==> config.mk <==
export PLATFORM = sky130hd
export DESIGN_NAME = dcc_top
export DESIGN_NICKNAME = d
export VERILOG_FILES = /design/src/common/dcc_pkg.sv /design/src/logic/dcc_top.sv
export SDC_FILE = /design/constraint.sdc
export NUM_CORES = 1
export LEC_CHECK = 0
export ABC_AREA = 1
export ABC_CLOCK_PERIOD_IN_PS = 1900
export BUFFER_PORTS_ARGS = -buffer_cell sky130_fd_sc_hd__buf_2
export CAP_MARGIN = 5
export CORE_MARGIN = 5
export CORE_UTILIZATION = 25
export CTS_CLUSTER_SIZE = 12
export DETAILED_ROUTE_END_ITERATION = 8
export GPL_TIMING_DRIVEN = 1
export HOLD_SLACK_MARGIN = 0.06
export SYNTH_ARGS = -nofsm -noshare
export SYNTH_HDL_FRONTEND = slang
export SYNTH_SLANG_ARGS = --single-unit
==> constraint.sdc <==
create_clock -name ref_clk -period 1.9 [get_ports ref_clk]
set_input_delay 0.19 -clock ref_clk [delete_from_list [all_inputs] [get_ports ref_clk]]
set_output_delay 0.19 -clock ref_clk [all_outputs]
set_load 0.005 [all_outputs]
==> src/common/dcc_pkg.sv <==
// ==================================================
// dual comparator control constants and types
// ==================================================
package dcc_pkg;
   // register indices on the plain port
   localparam logic [2:0] ADDR_CTRL = 3'h0;
   localparam logic [2:0] ADDR_FLAGS2 = 3'h1;
   localparam logic [2:0] ADDR_ENABLES2 = 3'h2;
   localparam logic [2:0] ADDR_INTCTL = 3'h3;
   localparam logic [2:0] ADDR_PORTRD = 3'h4;
   // comparator_control fields
   localparam int BIT_SECOND_RESULT = 7;
   localparam int BIT_FIRST_RESULT = 6;
   localparam int BIT_SECOND_INV = 5;
   localparam int BIT_FIRST_INV = 4;
   localparam int BIT_INPUT_SWITCH = 3;
   localparam int MODE_LSB = 0;
   localparam int MODE_MSB = 2;
   // flag, enable and global bits
   localparam int BIT_CHANGE_FLAG = 6;
   localparam int BIT_CHANGE_EN = 6;
   localparam int BIT_PERIPH_EN = 6;
   localparam int BIT_GLOBAL_EN = 7;
   // reset values
   localparam logic [2:0] MODE_RESET = 3'h7;
   localparam logic [7:0] ZERO_BYTE = 8'h00;
   // port pin count: index 0 is pin 1 .. index 5 is pin 6
   localparam int NUM_PINS = 6;
   // analog inputs: pins 3..6 in ana_in index 0..3
   localparam int NUM_ANA = 4;
   // routing modes
   typedef enum logic [2:0] {
      MODE_OFF_ZERO = 3'b000,
      MODE_INDEP = 3'b001,
      MODE_INDEP_OUT = 3'b010,
      MODE_COMMON = 3'b011,
      MODE_COMMON_OUT = 3'b100,
      MODE_SINGLE = 3'b101,
      MODE_MUX_REF = 3'b110,
      MODE_OFF = 3'b111
   } dcc_mode_t;
   // analog source select for a comparator input
   typedef enum logic [2:0] {
      SRC_PIN3 = 3'b000,
      SRC_PIN4 = 3'b001,
      SRC_PIN5 = 3'b010,
      SRC_PIN6 = 3'b011,
      SRC_IREF = 3'b100
   } dcc_src_t;
   // routing of one comparator
   typedef struct packed {
      logic on;
      dcc_src_t pos;
      dcc_src_t neg;
   } dcc_route_t;
   // software-writable control fields
   typedef struct packed {
      logic second_invert;
      logic first_invert;
      logic input_switch;
      dcc_mode_t routing_mode;
   } dcc_ctrl_t;
endpackage

==> src/logic/dcc_top.sv <==
// Function
// (RL1) raw result high when positive exceeds negative
// (RL2) results readable at bits 7,6, write-ignored
// (RL3) invert bits 5,4 flip status and pins
// (RL4) three-bit mode selects eight routings
// (RL5) mode 111 off; reset gives 0x07
// (RL6) mode 110 switch bit picks negatives
// (RL7) internal reference drives positives, mode 110 only
// (RL8) pins carry comparator results when enabled
// (RL9) direction bits still gate pin drivers
// (RL10) flag set on result versus latched mismatch
// (RL11) flag at bit 6; write clears/sets
// (RL12) request needs three enables; flag regardless
// (RL13) control access latches current results
// (RL14) mismatch keeps re-setting the flag
// (RL15) change during control read may be missed
// (RL16) sleep keeps comparing, enabled flag wakes
// (RL17) software masks interrupt while changing mode
// (RL18) analog-configured pins read zero from port
// (RL19) pins analog by config field, analog at reset
// (RL20) other modes follow own routing table
`timescale 1ns/100ps
module dcc_top #(
   parameter int SAMPLE_W = 8,
   parameter logic [3:0] PIN3_DIG_FROM = 4'h8,
   parameter logic [3:0] PIN4_DIG_FROM = 4'h7,
   parameter logic [3:0] PIN5_DIG_FROM = 4'h6,
   parameter logic [3:0] PIN6_DIG_FROM = 4'h5
) (
   // clock and reset
   input wire logic ref_clk,
   input wire logic rst,
   // register port
   input wire logic [2:0] reg_addr,
   input wire logic [7:0] reg_wdata,
   input wire logic reg_wr,
   input wire logic reg_rd,
   output logic [7:0] reg_rdata,
   // analog side: pin 3..6 samples and internal reference
   input wire logic [dcc_pkg::NUM_ANA-1:0][SAMPLE_W-1:0] ana_in,
   input wire logic [SAMPLE_W-1:0] internal_reference,
   // port f digital context
   input wire logic [dcc_pkg::NUM_PINS-1:0] pin_digital,
   input wire logic [1:0] port_f_latch,
   input wire logic [1:0] port_f_direction,
   input wire logic [3:0] port_analog_config,
   // output pins 1 and 2
   output logic [1:0] pin_out,
   output logic [1:0] pin_oe_n,
   // analog mode of pins 3..6
   output logic [dcc_pkg::NUM_ANA-1:0] pin_analog,
   // interrupt and wake
   input wire logic sleep_mode,
   output logic irq_request,
   output logic wake_request
);
   localparam int NUM_ANA_P = dcc_pkg::NUM_ANA;

   // ==================================================
   // state
   // ==================================================
   typedef struct packed {
      dcc_pkg::dcc_ctrl_t ctrl;
      logic [1:0] result;
      logic [1:0] latched;
      logic flag;
      logic change_en;
      logic periph_en;
      logic global_en;
      logic [7:0] rdata;
      logic [1:0] pout;
      logic [1:0] poe_n;
      logic [NUM_ANA_P-1:0] analog;
      logic irq;
      logic wake;
   } dcc_state_t;

   dcc_state_t st;
   dcc_state_t next_st;

   // ==================================================
   // routing table
   // ==================================================
   // returns routing of comparator idx (0 first, 1 second)
   // 000: both off
   // 001: first pin5/pin6, second pin3/pin4
   // 010: as 001, results also on pins 1 and 2
   // 011: first pin3/pin6, second pin3/pin4
   // 100: as 011, results also on pins 1 and 2
   // 101: first off, second pin3/pin4
   // 110: both on the internal reference, negatives by switch
   // 111: both off
   // an off comparator gives raw low, inversion still applies
   function automatic dcc_pkg::dcc_route_t route_of(
      input dcc_pkg::dcc_mode_t mode,
      input logic sw,
      input logic idx
   );
      dcc_pkg::dcc_route_t r;
      r.on = 1'b1;
      r.pos = idx ? dcc_pkg::SRC_PIN3 : dcc_pkg::SRC_PIN5;
      r.neg = idx ? dcc_pkg::SRC_PIN4 : dcc_pkg::SRC_PIN6;
      case (mode)
         dcc_pkg::MODE_OFF_ZERO: begin
            r.on = 1'b0; // RL20
         end
         dcc_pkg::MODE_INDEP,
         dcc_pkg::MODE_INDEP_OUT: begin
            r.on = 1'b1; // RL20
         end
         dcc_pkg::MODE_COMMON,
         dcc_pkg::MODE_COMMON_OUT: begin
            r.pos = dcc_pkg::SRC_PIN3; // RL20
         end
         dcc_pkg::MODE_SINGLE: begin
            r.on = idx; // RL20
         end
         dcc_pkg::MODE_MUX_REF: begin
            r.pos = dcc_pkg::SRC_IREF; // RL7
            if (idx) begin
               r.neg = sw ? dcc_pkg::SRC_PIN3
                          : dcc_pkg::SRC_PIN4; // RL6
            end else begin
               r.neg = sw ? dcc_pkg::SRC_PIN5
                          : dcc_pkg::SRC_PIN6; // RL6
            end
         end
         dcc_pkg::MODE_OFF: begin
            r.on = 1'b0; // RL5
         end
         default: begin
            r.on = 1'b0;
         end
      endcase
      return r;
   endfunction

   // modes that put results on pins 1 and 2
   function automatic logic pins_enabled(
      input dcc_pkg::dcc_mode_t mode
   );
      return (mode == dcc_pkg::MODE_INDEP_OUT) ||
             (mode == dcc_pkg::MODE_COMMON_OUT);
   endfunction

   // strobe aimed at one register index
   function automatic logic hit(
      input logic strobe,
      input logic [2:0] addr,
      input logic [2:0] idx
   );
      return strobe && (addr == idx);
   endfunction

   // digital threshold of analog-capable pin i (pins 3..6)
   function automatic logic [3:0] dig_from(
      input int i
   );
      logic [3:0] t;
      t = PIN3_DIG_FROM;
      case (i)
         1: t = PIN4_DIG_FROM;
         2: t = PIN5_DIG_FROM;
         3: t = PIN6_DIG_FROM;
         default: t = PIN3_DIG_FROM;
      endcase
      return t;
   endfunction

   // picks an analog level for a source select
   function automatic logic [SAMPLE_W-1:0] level_of(
      input dcc_pkg::dcc_src_t src,
      input logic [NUM_ANA_P-1:0][SAMPLE_W-1:0] ana,
      input logic [SAMPLE_W-1:0] iref
   );
      logic [SAMPLE_W-1:0] v;
      v = iref;
      case (src)
         dcc_pkg::SRC_PIN3: v = ana[0];
         dcc_pkg::SRC_PIN4: v = ana[1];
         dcc_pkg::SRC_PIN5: v = ana[2];
         dcc_pkg::SRC_PIN6: v = ana[3];
         dcc_pkg::SRC_IREF: v = iref;
         default: v = iref;
      endcase
      return v;
   endfunction

   // ==================================================
   // comparators
   // ==================================================
   // raw levels, polarity bits and polarity-applied results
   logic [1:0] raw;
   logic [1:0] inv;
   logic [1:0] cur;

   // invert bits per comparator, second in bit 1
   assign inv = {st.ctrl.second_invert, st.ctrl.first_invert};

   // one comparator per result bit
   genvar gi;
   generate
      for (gi = 0; gi < 2; gi++) begin : g_cmp
         dcc_pkg::dcc_route_t rt;
         logic [SAMPLE_W-1:0] vp;
         logic [SAMPLE_W-1:0] vn;
         // mode field picks the routing of this comparator
         assign rt = route_of(st.ctrl.routing_mode, // RL4
                              st.ctrl.input_switch, gi == 1);
         assign vp = level_of(rt.pos, ana_in, internal_reference);
         assign vn = level_of(rt.neg, ana_in, internal_reference);
         // off comparators give a low raw level
         assign raw[gi] = rt.on && (vp > vn); // RL1
      end
   endgenerate

   // polarity applied to both status and pins
   assign cur = raw ^ inv; // RL3

   // ==================================================
   // register port decode
   // ==================================================
   logic wr_ctrl;
   logic rd_ctrl;
   logic wr_flags;
   logic wr_en2;
   logic wr_intctl;
   logic ctrl_access;
   logic mismatch;
   logic [NUM_ANA_P-1:0] analog_cfg;
   logic [dcc_pkg::NUM_PINS-1:0] port_rd;

   // write strobes for indices 0..3, read strobe for control only
   assign wr_ctrl = hit(reg_wr, reg_addr, dcc_pkg::ADDR_CTRL);
   assign rd_ctrl = hit(reg_rd, reg_addr, dcc_pkg::ADDR_CTRL);
   assign wr_flags = hit(reg_wr, reg_addr, dcc_pkg::ADDR_FLAGS2);
   assign wr_en2 = hit(reg_wr, reg_addr, dcc_pkg::ADDR_ENABLES2);
   assign wr_intctl = hit(reg_wr, reg_addr, dcc_pkg::ADDR_INTCTL);

   // any read or write of the control register
   assign ctrl_access = wr_ctrl || rd_ctrl; // RL13

   // compare registered results with the last latched pair
   assign mismatch = (st.result != st.latched); // RL10

   // ==================================================
   // analog pin configuration
   // ==================================================
   // analog when config is below each pin's digital threshold
   genvar ai;
   generate
      for (ai = 0; ai < NUM_ANA_P; ai++) begin : g_ana
         assign analog_cfg[ai] =
            port_analog_config < dig_from(ai); // RL19
      end
   endgenerate

   // analog pins read as zero
   assign port_rd = pin_digital &
                    ~{st.analog, 2'b00}; // RL18

   // ==================================================
   // next state
   // ==================================================
   always_comb begin
      next_st = st;
      next_st.result = cur;

      // control write leaves result bits untouched
      if (wr_ctrl) begin
         next_st.ctrl = dcc_pkg::dcc_ctrl_t'(
            reg_wdata[dcc_pkg::BIT_SECOND_INV:dcc_pkg::MODE_LSB]); // RL2
      end

      // any control access re-arms the mismatch latch; a mismatch
      // pending in that very cycle sets no flag and is lost
      if (ctrl_access) begin
         next_st.latched = st.result; // RL13 RL15
      end

      // software write of the flag, then hardware set wins
      // a clear during a live mismatch is lost
      if (wr_flags) begin
         next_st.flag = reg_wdata[dcc_pkg::BIT_CHANGE_FLAG]; // RL11
      end
      if (mismatch && !ctrl_access) begin
         next_st.flag = 1'b1; // RL10 RL14
      end

      // enable bits
      if (wr_en2) begin
         next_st.change_en = reg_wdata[dcc_pkg::BIT_CHANGE_EN];
      end
      if (wr_intctl) begin
         next_st.periph_en = reg_wdata[dcc_pkg::BIT_PERIPH_EN];
         next_st.global_en = reg_wdata[dcc_pkg::BIT_GLOBAL_EN];
      end

      // request only with all three enables
      next_st.irq = next_st.flag && next_st.change_en &&
                    next_st.periph_en &&
                    next_st.global_en; // RL12
      // wake in sleep on an enabled change
      next_st.wake = sleep_mode && next_st.flag &&
                     next_st.change_en; // RL16

      // pin multiplexers and driver enables
      // pins lag the comparators by one clock
      // so that every top output stays a flop
      if (pins_enabled(st.ctrl.routing_mode)) begin
         next_st.pout = cur; // RL8
      end else begin
         next_st.pout = port_f_latch;
      end
      next_st.poe_n = port_f_direction; // RL9
      next_st.analog = analog_cfg; // RL19

      // read data, one cycle after the strobe
      next_st.rdata = dcc_pkg::ZERO_BYTE;
      if (reg_rd) begin
         case (reg_addr)
            dcc_pkg::ADDR_CTRL: begin
               next_st.rdata = {st.result, st.ctrl}; // RL2
            end
            dcc_pkg::ADDR_FLAGS2: begin
               next_st.rdata[dcc_pkg::BIT_CHANGE_FLAG] = st.flag;
            end
            dcc_pkg::ADDR_ENABLES2: begin
               next_st.rdata[dcc_pkg::BIT_CHANGE_EN] =
                  st.change_en;
            end
            dcc_pkg::ADDR_INTCTL: begin
               next_st.rdata[dcc_pkg::BIT_PERIPH_EN] =
                  st.periph_en;
               next_st.rdata[dcc_pkg::BIT_GLOBAL_EN] =
                  st.global_en;
            end
            dcc_pkg::ADDR_PORTRD: begin
               next_st.rdata = {2'b00, port_rd}; // RL18
            end
            default: begin
               next_st.rdata = dcc_pkg::ZERO_BYTE;
            end
         endcase
      end
   end

   // ==================================================
   // registers
   // ==================================================
   // reset state: mode off, everything else clear
   // except drivers off and pins 3..6 analog
   always_ff @(posedge ref_clk) begin
      if (rst) begin
         st <= '0;
         st.ctrl.routing_mode <= dcc_pkg::MODE_OFF; // RL5
         st.poe_n <= 2'b11;
         st.analog <= '1; // RL19
      end else begin
         st <= next_st;
      end
   end

   // ==================================================
   // outputs
   // ==================================================
   // outputs straight from the state flops
   assign reg_rdata = st.rdata;
   assign pin_out = st.pout;
   assign pin_oe_n = st.poe_n;
   assign pin_analog = st.analog;
   assign irq_request = st.irq;
   assign wake_request = st.wake;

endmodule // dcc_top
==> results.txt, run 1 <==
----------------------------------------------------
[Global route]
  Via count of the first global-routing pass ... between 2000 and 2500
  Pin count of the biggest net entering global routing ... 13
  Number of antenna violations at the first check in global routing ... 0
  Global-route wire length before repair ... between 10000 and 15000 µm
  Aggregate global routing overflow ... 0
  Aggregate global-route resource usage ... 0.114

[Finish]
  Final antenna diode count ... 0
  Final non-filler cell area ... about 0.003 mm²
  Net total in the final layout ... 491
  Highest-count cells in the layout ignoring fill and taps ... buf_2, nand2_1, inv_1
  Fraction of layout cells with a size suffix above 1 ... 0.397
  Most common cell after layout, fill and taps aside ... buf_2
  Fill cell instance count of the final layout ... roughly 910
  Utilization after layout ... 0.347
  Area added between synthesis and finish ... 36.2%

[Logic synthesis]
  Number of instances in the synthesized netlist ... 317
  Number of synthesized register bits ... 32
  Avg Synthesized Cell Area ... between 6 and 7 µm²
  Synthesized-area fraction occupied by xor and xnor cells ... 0.00795
  Syn Nets ... roughly 400
  Share of synthesized cell area in full adder, half adder and majority cells ... 0.0909
  Unique cell type count in the Yosys netlist ... 32
  Post-Synth Simple-Gate Area ... 0.266
  Main combinational cell family by area after synthesis ... simple AND/OR/NAND/NOR gates
  Share of the yosys chip area belonging to registers ... 0.291
  Total of warnings raised by yosys ... 0
  Synthesized area ... around 0.0022 mm²
  Multiplexer share of the synthesized area ... 0.0369
  Fraction of the mapped netlist area in compound gates ... 0.161

[STA]
  Worst slew slack as a fraction of its limit ... 0.564
  Setup slack of the critical path after layout ... -0.183 ns
  Slew Limit Fails ... 0
  Count of endpoints failing setup in the final report ... 4
  Number of failing hold endpoints at the final stage ... 0
  Final sum of negative setup slack ... -0.500 ns
  Worst slew pin tran ... ~0.65 ns
  Final clock skew ... roughly 0.0041 ns
  Maximum clock frequency ... around 0.48 GHz
  Final min period ... around 2.1 ns
  Share of the clock period used by the worst path after layout ... 1.10
  Setup repair after global routing missed its margin ... yes

[Place]
  Post-DP Area ... between 0.002 and 0.003 mm²
  Quantity of I/O buffers inserted on ports ... 87
  Gp weighted congestion ... 0.897
  Final HPWL DP ... around 5300 µm

[Clock network]
  Cts bufs inserted ... 5
  Clock root cell ... clkbuf_8
  Maximum clock path buffer count ... 2
  TritonCTS clock tree ... built
  Clock sink total ... 32
  Clock insertion delay at the later pin of the skew report ... 0.28 ns
  Clock-pin slew on the worst setup and hold paths ... around 0.070 ns
  CTS H-tree depth ... 2

[Worst setup path]
  R2r worst-path depth ... 20
  Largest stage delay, worst path ... 0.38 ns
  R2r setup slk ... -0.18 ns
  Signal arrival time at the worst endpoint ... 2.27 ns
  Kind of launch point of the worst setup path ... register
  Slowest CP cell ... dfxtp_4
  Worst-path maximum fanout ... 6
  Beginning of the worst register-to-register path ... st[27]
  Stages on worst setup path ... 20
  Critical path class ... reg2reg
  Critical-path cell list ... inv_4 -> nor2_4 -> nand2_4 -> inv_8 -> buf_4 -> o21ai_2 -> nand2_1 -> nand2_1 -> ha_4 -> nand2_1 -> nand2_1 -> nand2_1 -> nand2_1 -> nand2_1 -> nand2_2 -> nand2_1 -> nand2_2 -> nand3_2 -> nand2_2 -> inv_1
  Type of element capturing the critical path ... register
  Terminus of the critical flop-to-flop path ... pin_out[0]
  Most used cell along the critical path ... nand2_1
  Count of buffer and inverter cells on the critical path ... 4
  Data required time at the worst endpoint ... 2.09 ns
  Delay-heaviest family, CP ... simple AND/OR/NAND/NOR gates
  Startpoint of the worst setup timing path ... st[27]

[Worst hold path]
  Hold Crit Class ... in2reg
  HP Start ... port_f_direction[1]
  Capture endpoint of the worst hold path ... pin_oe_n[1]
  Hold Path Depth ... 2

[Route]
  1st-pass router iterations ... 4
  Vias ... between 2000 and 2500
  Routed wire length per instance ... between 10 and 15 µm
  Number of routed nets with antenna violations ... 0
  Via-per-instance ratio ... between 4 and 5
  Wirelength, routed ... between 6000 and 7000 µm
  DRC violation count after routing ... 0
  Detailed router's first-iteration violation count ... about 130

[Floorplanning]
  # IOs ... 88
  Die W ... 104 µm
  Die H ... ~100 µm
  Number of standard-cell rows in the floorplan ... 34
  Full die area ... 0.0108 mm²
  Initial standard-cell utilization of the core ... 0.255
  Core region area ... between 0.008 and 0.009 mm²

[Power and ir drop]
  Pwr Density ... about 560 mW/mm²
  Sum of internal, switching and leakage power ... roughly 1700 µW
  Max VDD drop ... ~0.23 mV
  Reported leakage power ... between 0.0015 and 0.002 µW

[Status]
  Run status ... complete, but fails checks
  Failing checks ... negative setup slack

[Job]
  Max cap viols ... 0

----------------------------------------------------
cell families (layout without fill, tap and decap cells):
group           after synthesis  in the layout
compound gates               61             61
xor+xnor                      2              2
fa+ha+maj                    16             16
buf+inv                      62            149
flops                        32             32
mux                           8              8
simple gates                136            138
state kept, by name, indices dropped and copies added, names as in the netlist:
register      flops
st               12
reg_rdata         8
pin_analog        4
inv               2
pin_oe_n          2
pin_out           2
irq_request       1
wake_request      1
power breakdown:
| part | switching [µW] | total (µW) | internal, µW |
|---|---|---|---|
| Combinational | 233 | 432 | 199 |
| Sequential | 21.2 | 719 | 698 |
| Clock | 238 | 527 | 288 |
area by class of cell:
class | instances | area [µm²] | area share
Tap cell | 108 | 135 | 0.0450
Clock inverter | 2 | 10.0 | 0.00334
Timing Repair Buffer | 100 | 544 | 0.181
Clock buffer | 6 | 82.6 | 0.0275
Sequential cell | 32 | 647 | 0.216
Inverter | 40 | 163 | 0.0542
Multi-Input combinational cell | 225 | 1410 | 0.471
Timing Repair inverter | 1 | 6.26 | 0.00209
worst max-delay path by stage:
stage	end
final	pin_out[0]
after global routing	pin_out[0]
after CTS	pin_out[0]
after detailed placement	pin_out[0]
after global placement	pin_out[0]
after floorplan	pin_out[1]
layer usage:
metal,track usage,wire length (µm)
met5,0,0
met4,0.0361,149
met2,0.191,3120
met3,0.0279,265
met1,0.142,2860
stage by stage:
stage	hold WS [ns]	std cells	worst slack, ns
final	0.0876	514	-0.183
after global routing	0.0871	514	-0.325
after CTS	0.0814	514	-0.144
after detailed placement	0.374	500	-0.266
after global placement	0.373	500	-0.237
after floorplan	0.271	317	-0.0656
repair_timing:
item | in CTS | in global routing
setup buffers | 3 | 0
hold buffers | 0 | 0
cloned | 3 | 0
pin swaps | 14 | 10
endpoints found under the setup margin | 4 | 4
gates resized for setup | 29 | 16
synthesized netlist by cell type:
cell type  instances  area share
a21o_1             2      0.0068
a21oi_1           26       0.059
a221oi_1           1      0.0040
a311oi_1           1      0.0040
a31oi_1            2      0.0057
and3_1             1      0.0028
buf_4             17       0.058
buf_6              3       0.015
clkbuf_1           2      0.0034
dfxtp_1           32        0.29
ha_1              16       0.091
inv_1             36       0.061
inv_2              3      0.0051
inv_4              1      0.0028
mux2_2             1      0.0051
mux2i_1            7       0.032
nand2_1           80        0.14
nand2_2            1      0.0028
nand2_4            1      0.0051
nand3_1           10       0.023
nand3b_1           5       0.017
nand4_1            1      0.0028
nor2_1            30       0.051
nor2_4             1      0.0051
nor3_1             2      0.0045
nor3_4             1      0.0074
o211ai_1           5       0.017
o21ai_0           13       0.030
o21ai_1            5       0.011
o21ai_2            6       0.024
or2_2              3      0.0085
xor2_1             2      0.0080
Power figures use the tool's default switching activity.
==> run 2: changes to the inputs <==
CORE_ASPECT_RATIO = 0.75   (was not set)
CORE_UTILIZATION = 44   (was 25)
PLACE_DENSITY = 0.77   (was not set)
==> run 2 against run 1 <==
Effect of this change: the run still ends with negative setup slack left; sequential power hardly changed; wire length is 4.0% lower; fmax is 3.8% lower; critical path depth is 1 lower; register-to-register slack worse by 0.08 ns; sequential share of layout area is 0.23 points lower; cell count is 8.6% lower; largest power group is now the clock network; setup slack worse by 0.082 ns; non-clock buffer count is 5 higher.
==> results.txt, run 2 (same netlist as run 1, synthesis figures left out) <==
----------------------------------------------------
[Route]
  Via-per-instance ratio ... 4.96 (was 4.46)
  Wirelength, routed ... 6140 µm (was 6400 µm)
  1st-pass router iterations ... 4 (unchanged)
  Vias ... 2332 (was 2292)
  Number of routed nets with antenna violations ... 0 (unchanged)
  Detailed router's first-iteration violation count ... 78 (was 127)
  DRC violation count after routing ... 0 (unchanged)
  Routed wire length per instance ... 13.1 µm (was 12.4 µm)

[Finish]
  Area added between synthesis and finish ... 37.9% (was 36.2%)
  Most flops, register ... st (unchanged)
  Final non-filler cell area ... 0.00304 mm² (was 0.00300 mm²)
  Fraction of layout cells with a size suffix above 1 ... 0.410 (was 0.397)
  Final antenna diode count ... 0 (unchanged)
  Area taken by multi-input logic gates ... 0.00140 mm² (was 0.00141 mm²)
  Fill cell instance count of the final layout ... 447 (was 913)
  Most common cell after layout, fill and taps aside ... buf_2 (unchanged)
  Largest register FFs ... 12 (unchanged)
  Flip-flop and latch area ... 648 µm² (was 647 µm²)
  Highest-count cells in the layout ignoring fill and taps ... buf_2, nand2_1, inv_1 (unchanged)
  Net total in the final layout ... 495 (was 491)
  Fin cells ... 470 (was 514)

[Worst setup path]
  Worst-path maximum fanout ... 7 (was 6)
  Slowest CP cell ... dfxtp_4 (unchanged)
  Type of element capturing the critical path ... register (unchanged)
  Beginning of the worst register-to-register path ... st[26] (was st[27])
  Most used cell along the critical path ... nand2_2 (was nand2_1)
  Data required time at the worst endpoint ... 2.09 ns (about the same)
  Critical path class ... reg2reg (unchanged)
  Startpoint of the worst setup timing path ... st[26] (was st[27])
  Largest stage delay, worst path ... 0.38 ns (about the same)
  Signal arrival time at the worst endpoint ... 2.36 ns (was 2.27 ns)
  Kind of launch point of the worst setup path ... register (unchanged)
  Critical-path cell list ... nor2_4 -> nand2_4 -> inv_8 -> buf_12 -> nand2_8 -> nor2_2 -> a21oi_2 -> ha_1 -> nand2_1 -> nand2_2 -> nand2_2 -> nand2_1 -> nand2_1 -> nand2_2 -> nand2_2 -> nand2_2 -> nand3_2 -> nand2_1 -> inv_1 (was inv_4 -> nor2_4 -> nand2_4 -> inv_8 -> buf_4 -> o21ai_2 -> nand2_1 -> nand2_1 -> ha_4 -> nand2_1 -> nand2_1 -> nand2_1 -> nand2_1 -> nand2_1 -> nand2_2 -> nand2_1 -> nand2_2 -> nand3_2 -> nand2_2 -> inv_1)

[Floorplanning]
  Initial standard-cell utilization of the core ... 0.452 (was 0.255)
  Die H ... 71.3 µm (was 104 µm)
  # IOs ... 88 (unchanged)
  Die W ... 91.7 µm (was 104 µm)
  Full die area ... 0.00654 mm² (was 0.0108 mm²)
  Number of standard-cell rows in the floorplan ... 22 (was 34)
  Core region area ... 0.00487 mm² (was 0.00864 mm²)

[Power and ir drop]
  Switching component of the power ... 514 µW (was 493 µW)
  Share of total power in combinational logic ... 0.236 (was 0.258)
  Clock power share ... 0.383 (was 0.314)
  Pwr Density ... 619 mW/mm² (was 559 mW/mm²)
  Reported leakage power ... 0.00160 µW (was 0.00156 µW)
  Sequential fraction of design power ... 0.381 (was 0.429)
  Max VDD drop ... 0.531 mV (was 0.233 mV)
  Switching fraction of total power ... 0.273 (was 0.294)
  Internal portion of total power ... 1370 µW (was 1190 µW)

[Place]
  Post-DP Area ... 0.00266 mm² (was 0.00270 mm²)
  Quantity of I/O buffers inserted on ports ... 87 (unchanged)
  Final HPWL DP ... 4480 µm (was 5270 µm)
  Gp weighted congestion ... 0.820 (was 0.897)
  Placed Cells incl. Taps ... 453 (was 500)

[STA]
  Setup repair after global routing missed its margin ... yes (unchanged)
  Final min period ... 2.16 ns (was 2.08 ns)
  Number of failing hold endpoints at the final stage ... 0 (unchanged)
  Worst slew pin tran ... 0.422 ns (was 0.649 ns)
  Share of the clock period used by the worst path after layout ... 1.14 (was 1.10)
  Maximum clock frequency ... 0.462 GHz (was 0.480 GHz)
  Count of endpoints failing setup in the final report ... 4 (unchanged)
  Worst slew slack as a fraction of its limit ... 0.718 (was 0.564)
  Slew Limit Fails ... 0 (unchanged)
  Setup slack of the critical path after layout ... -0.264 ns (was -0.183 ns)
  Final clock skew ... 0.00490 ns (was 0.00408 ns)

[Global route]
  Pin count of the biggest net entering global routing ... 14 (was 13)
  Aggregate global-route resource usage ... 0.175 (was 0.114)
  Aggregate global routing overflow ... 0 (unchanged)
  Via count of the first global-routing pass ... 2135 (was 2235)
  Global-route wire length before repair ... 9230 µm (was 10200 µm)
  Number of antenna violations at the first check in global routing ... 0 (unchanged)

[Clock network]
  Clock sink total ... 32 (unchanged)
  Clock-pin slew on the worst setup and hold paths ... 0.07 ns (about the same)
  CTS H-tree depth ... 2 (unchanged)
  Clock root cell ... clkbuf_8 (unchanged)
  Maximum clock path buffer count ... 2 (unchanged)
  Clock insertion delay at the later pin of the skew report ... 0.29 ns (was 0.28 ns)
  Cts bufs inserted ... 5 (unchanged)
  TritonCTS clock tree ... built (unchanged)
  Number of buffers added to fix hold violations after cts ... 0 (unchanged)

[Worst hold path]
  HP Start ... port_analog_config[3] (was port_f_direction[1])
  Hold Crit Class ... in2reg (unchanged)

[Job]
  Max cap viols ... 0 (unchanged)

[Status]
  Run status ... complete, but fails checks (unchanged)
  Failing checks ... negative setup slack (unchanged)

----------------------------------------------------
[run 2: cell type report]
| class | instances | share of cell area |
|---|---|---|
| repair buffers | 105 | 0.206 |
| multi-input cells | 225 | 0.461 |
| inverters | 40 | 0.0535 |
| clock buffers | 7 | 0.0317 |
| well taps | 60 | 0.0247 |
| clock inverters | 1 | 0.00988 |
| flip-flops and latches | 32 | 0.213 |
[run 2: path summary, 6_finish.rpt]
| kind | end | slack [ns] | cells after the start |
|---|---|---|---|
| worst min register to register | st[23] | 0.46 | 2 |
| worst max-delay path | pin_out[1] | -0.26 | 19 |
| worst min-delay path | pin_analog[0] | 0.08 | 2 |
| worst max register to register | pin_out[1] | -0.26 | 19 |
[run 2: metrics by stage]
stage	TNS, ns	power, µW	util	hold WS (ns)	worst slack (ns)
floorplan	-0.123	968	-	0.271	-0.0656
global placement	-0.421	1100	0.545	0.372	-0.194
detailed placement	-0.760	1110	0.545	0.377	-0.290
finish	-0.915	1880	0.624	0.0779	-0.264
global route	-1.47	1970	0.624	0.0826	-0.421
CTS	-0.668	1840	0.595	0.0729	-0.205
[run 2: timing repair]
item                                    in CTS  in global routing
buffers inserted                             3                  3
cloned                                       2                  1
pin swaps                                    6                 18
gates resized for setup                     15                 31
endpoints found under the setup margin       4                  4
[run 2: worst max-delay path: cells and delay by family, from the launching register on]
| family | cells | cell delay [ns] |
|---|---|---|
| buffers and inverters | 3 | 0.25 |
| DFF | 1 | 0.38 |
| and+or+nand+nor | 14 | 1.07 |
| adders and majority gates | 1 | 0.30 |
| AOI/OAI and AO/OA | 1 | 0.04 |
[run 2: power by group through the flow]
stage,logic [µW],clock network (µW),registers (µW)
final,444,720,717
after global routing,497,754,721
after CTS,402,724,716
after detailed placement,378,0,729
after global placement,367,0,728
after floorplan,242,0,726
[run 2: routing by layer]
| metal | track usage | routed length (µm) | vias to the layer above |
|---|---|---|---|
| met3 | 0.0630 | 506 | 6 |
| met2 | 0.284 | 2810 | 64 |
| met5 | 0 | 0 | - |
| met1 | 0.221 | 2740 | 1053 |
| li1 | - | - | 1209 |
| met4 | 0.0527 | 76 | 0 |
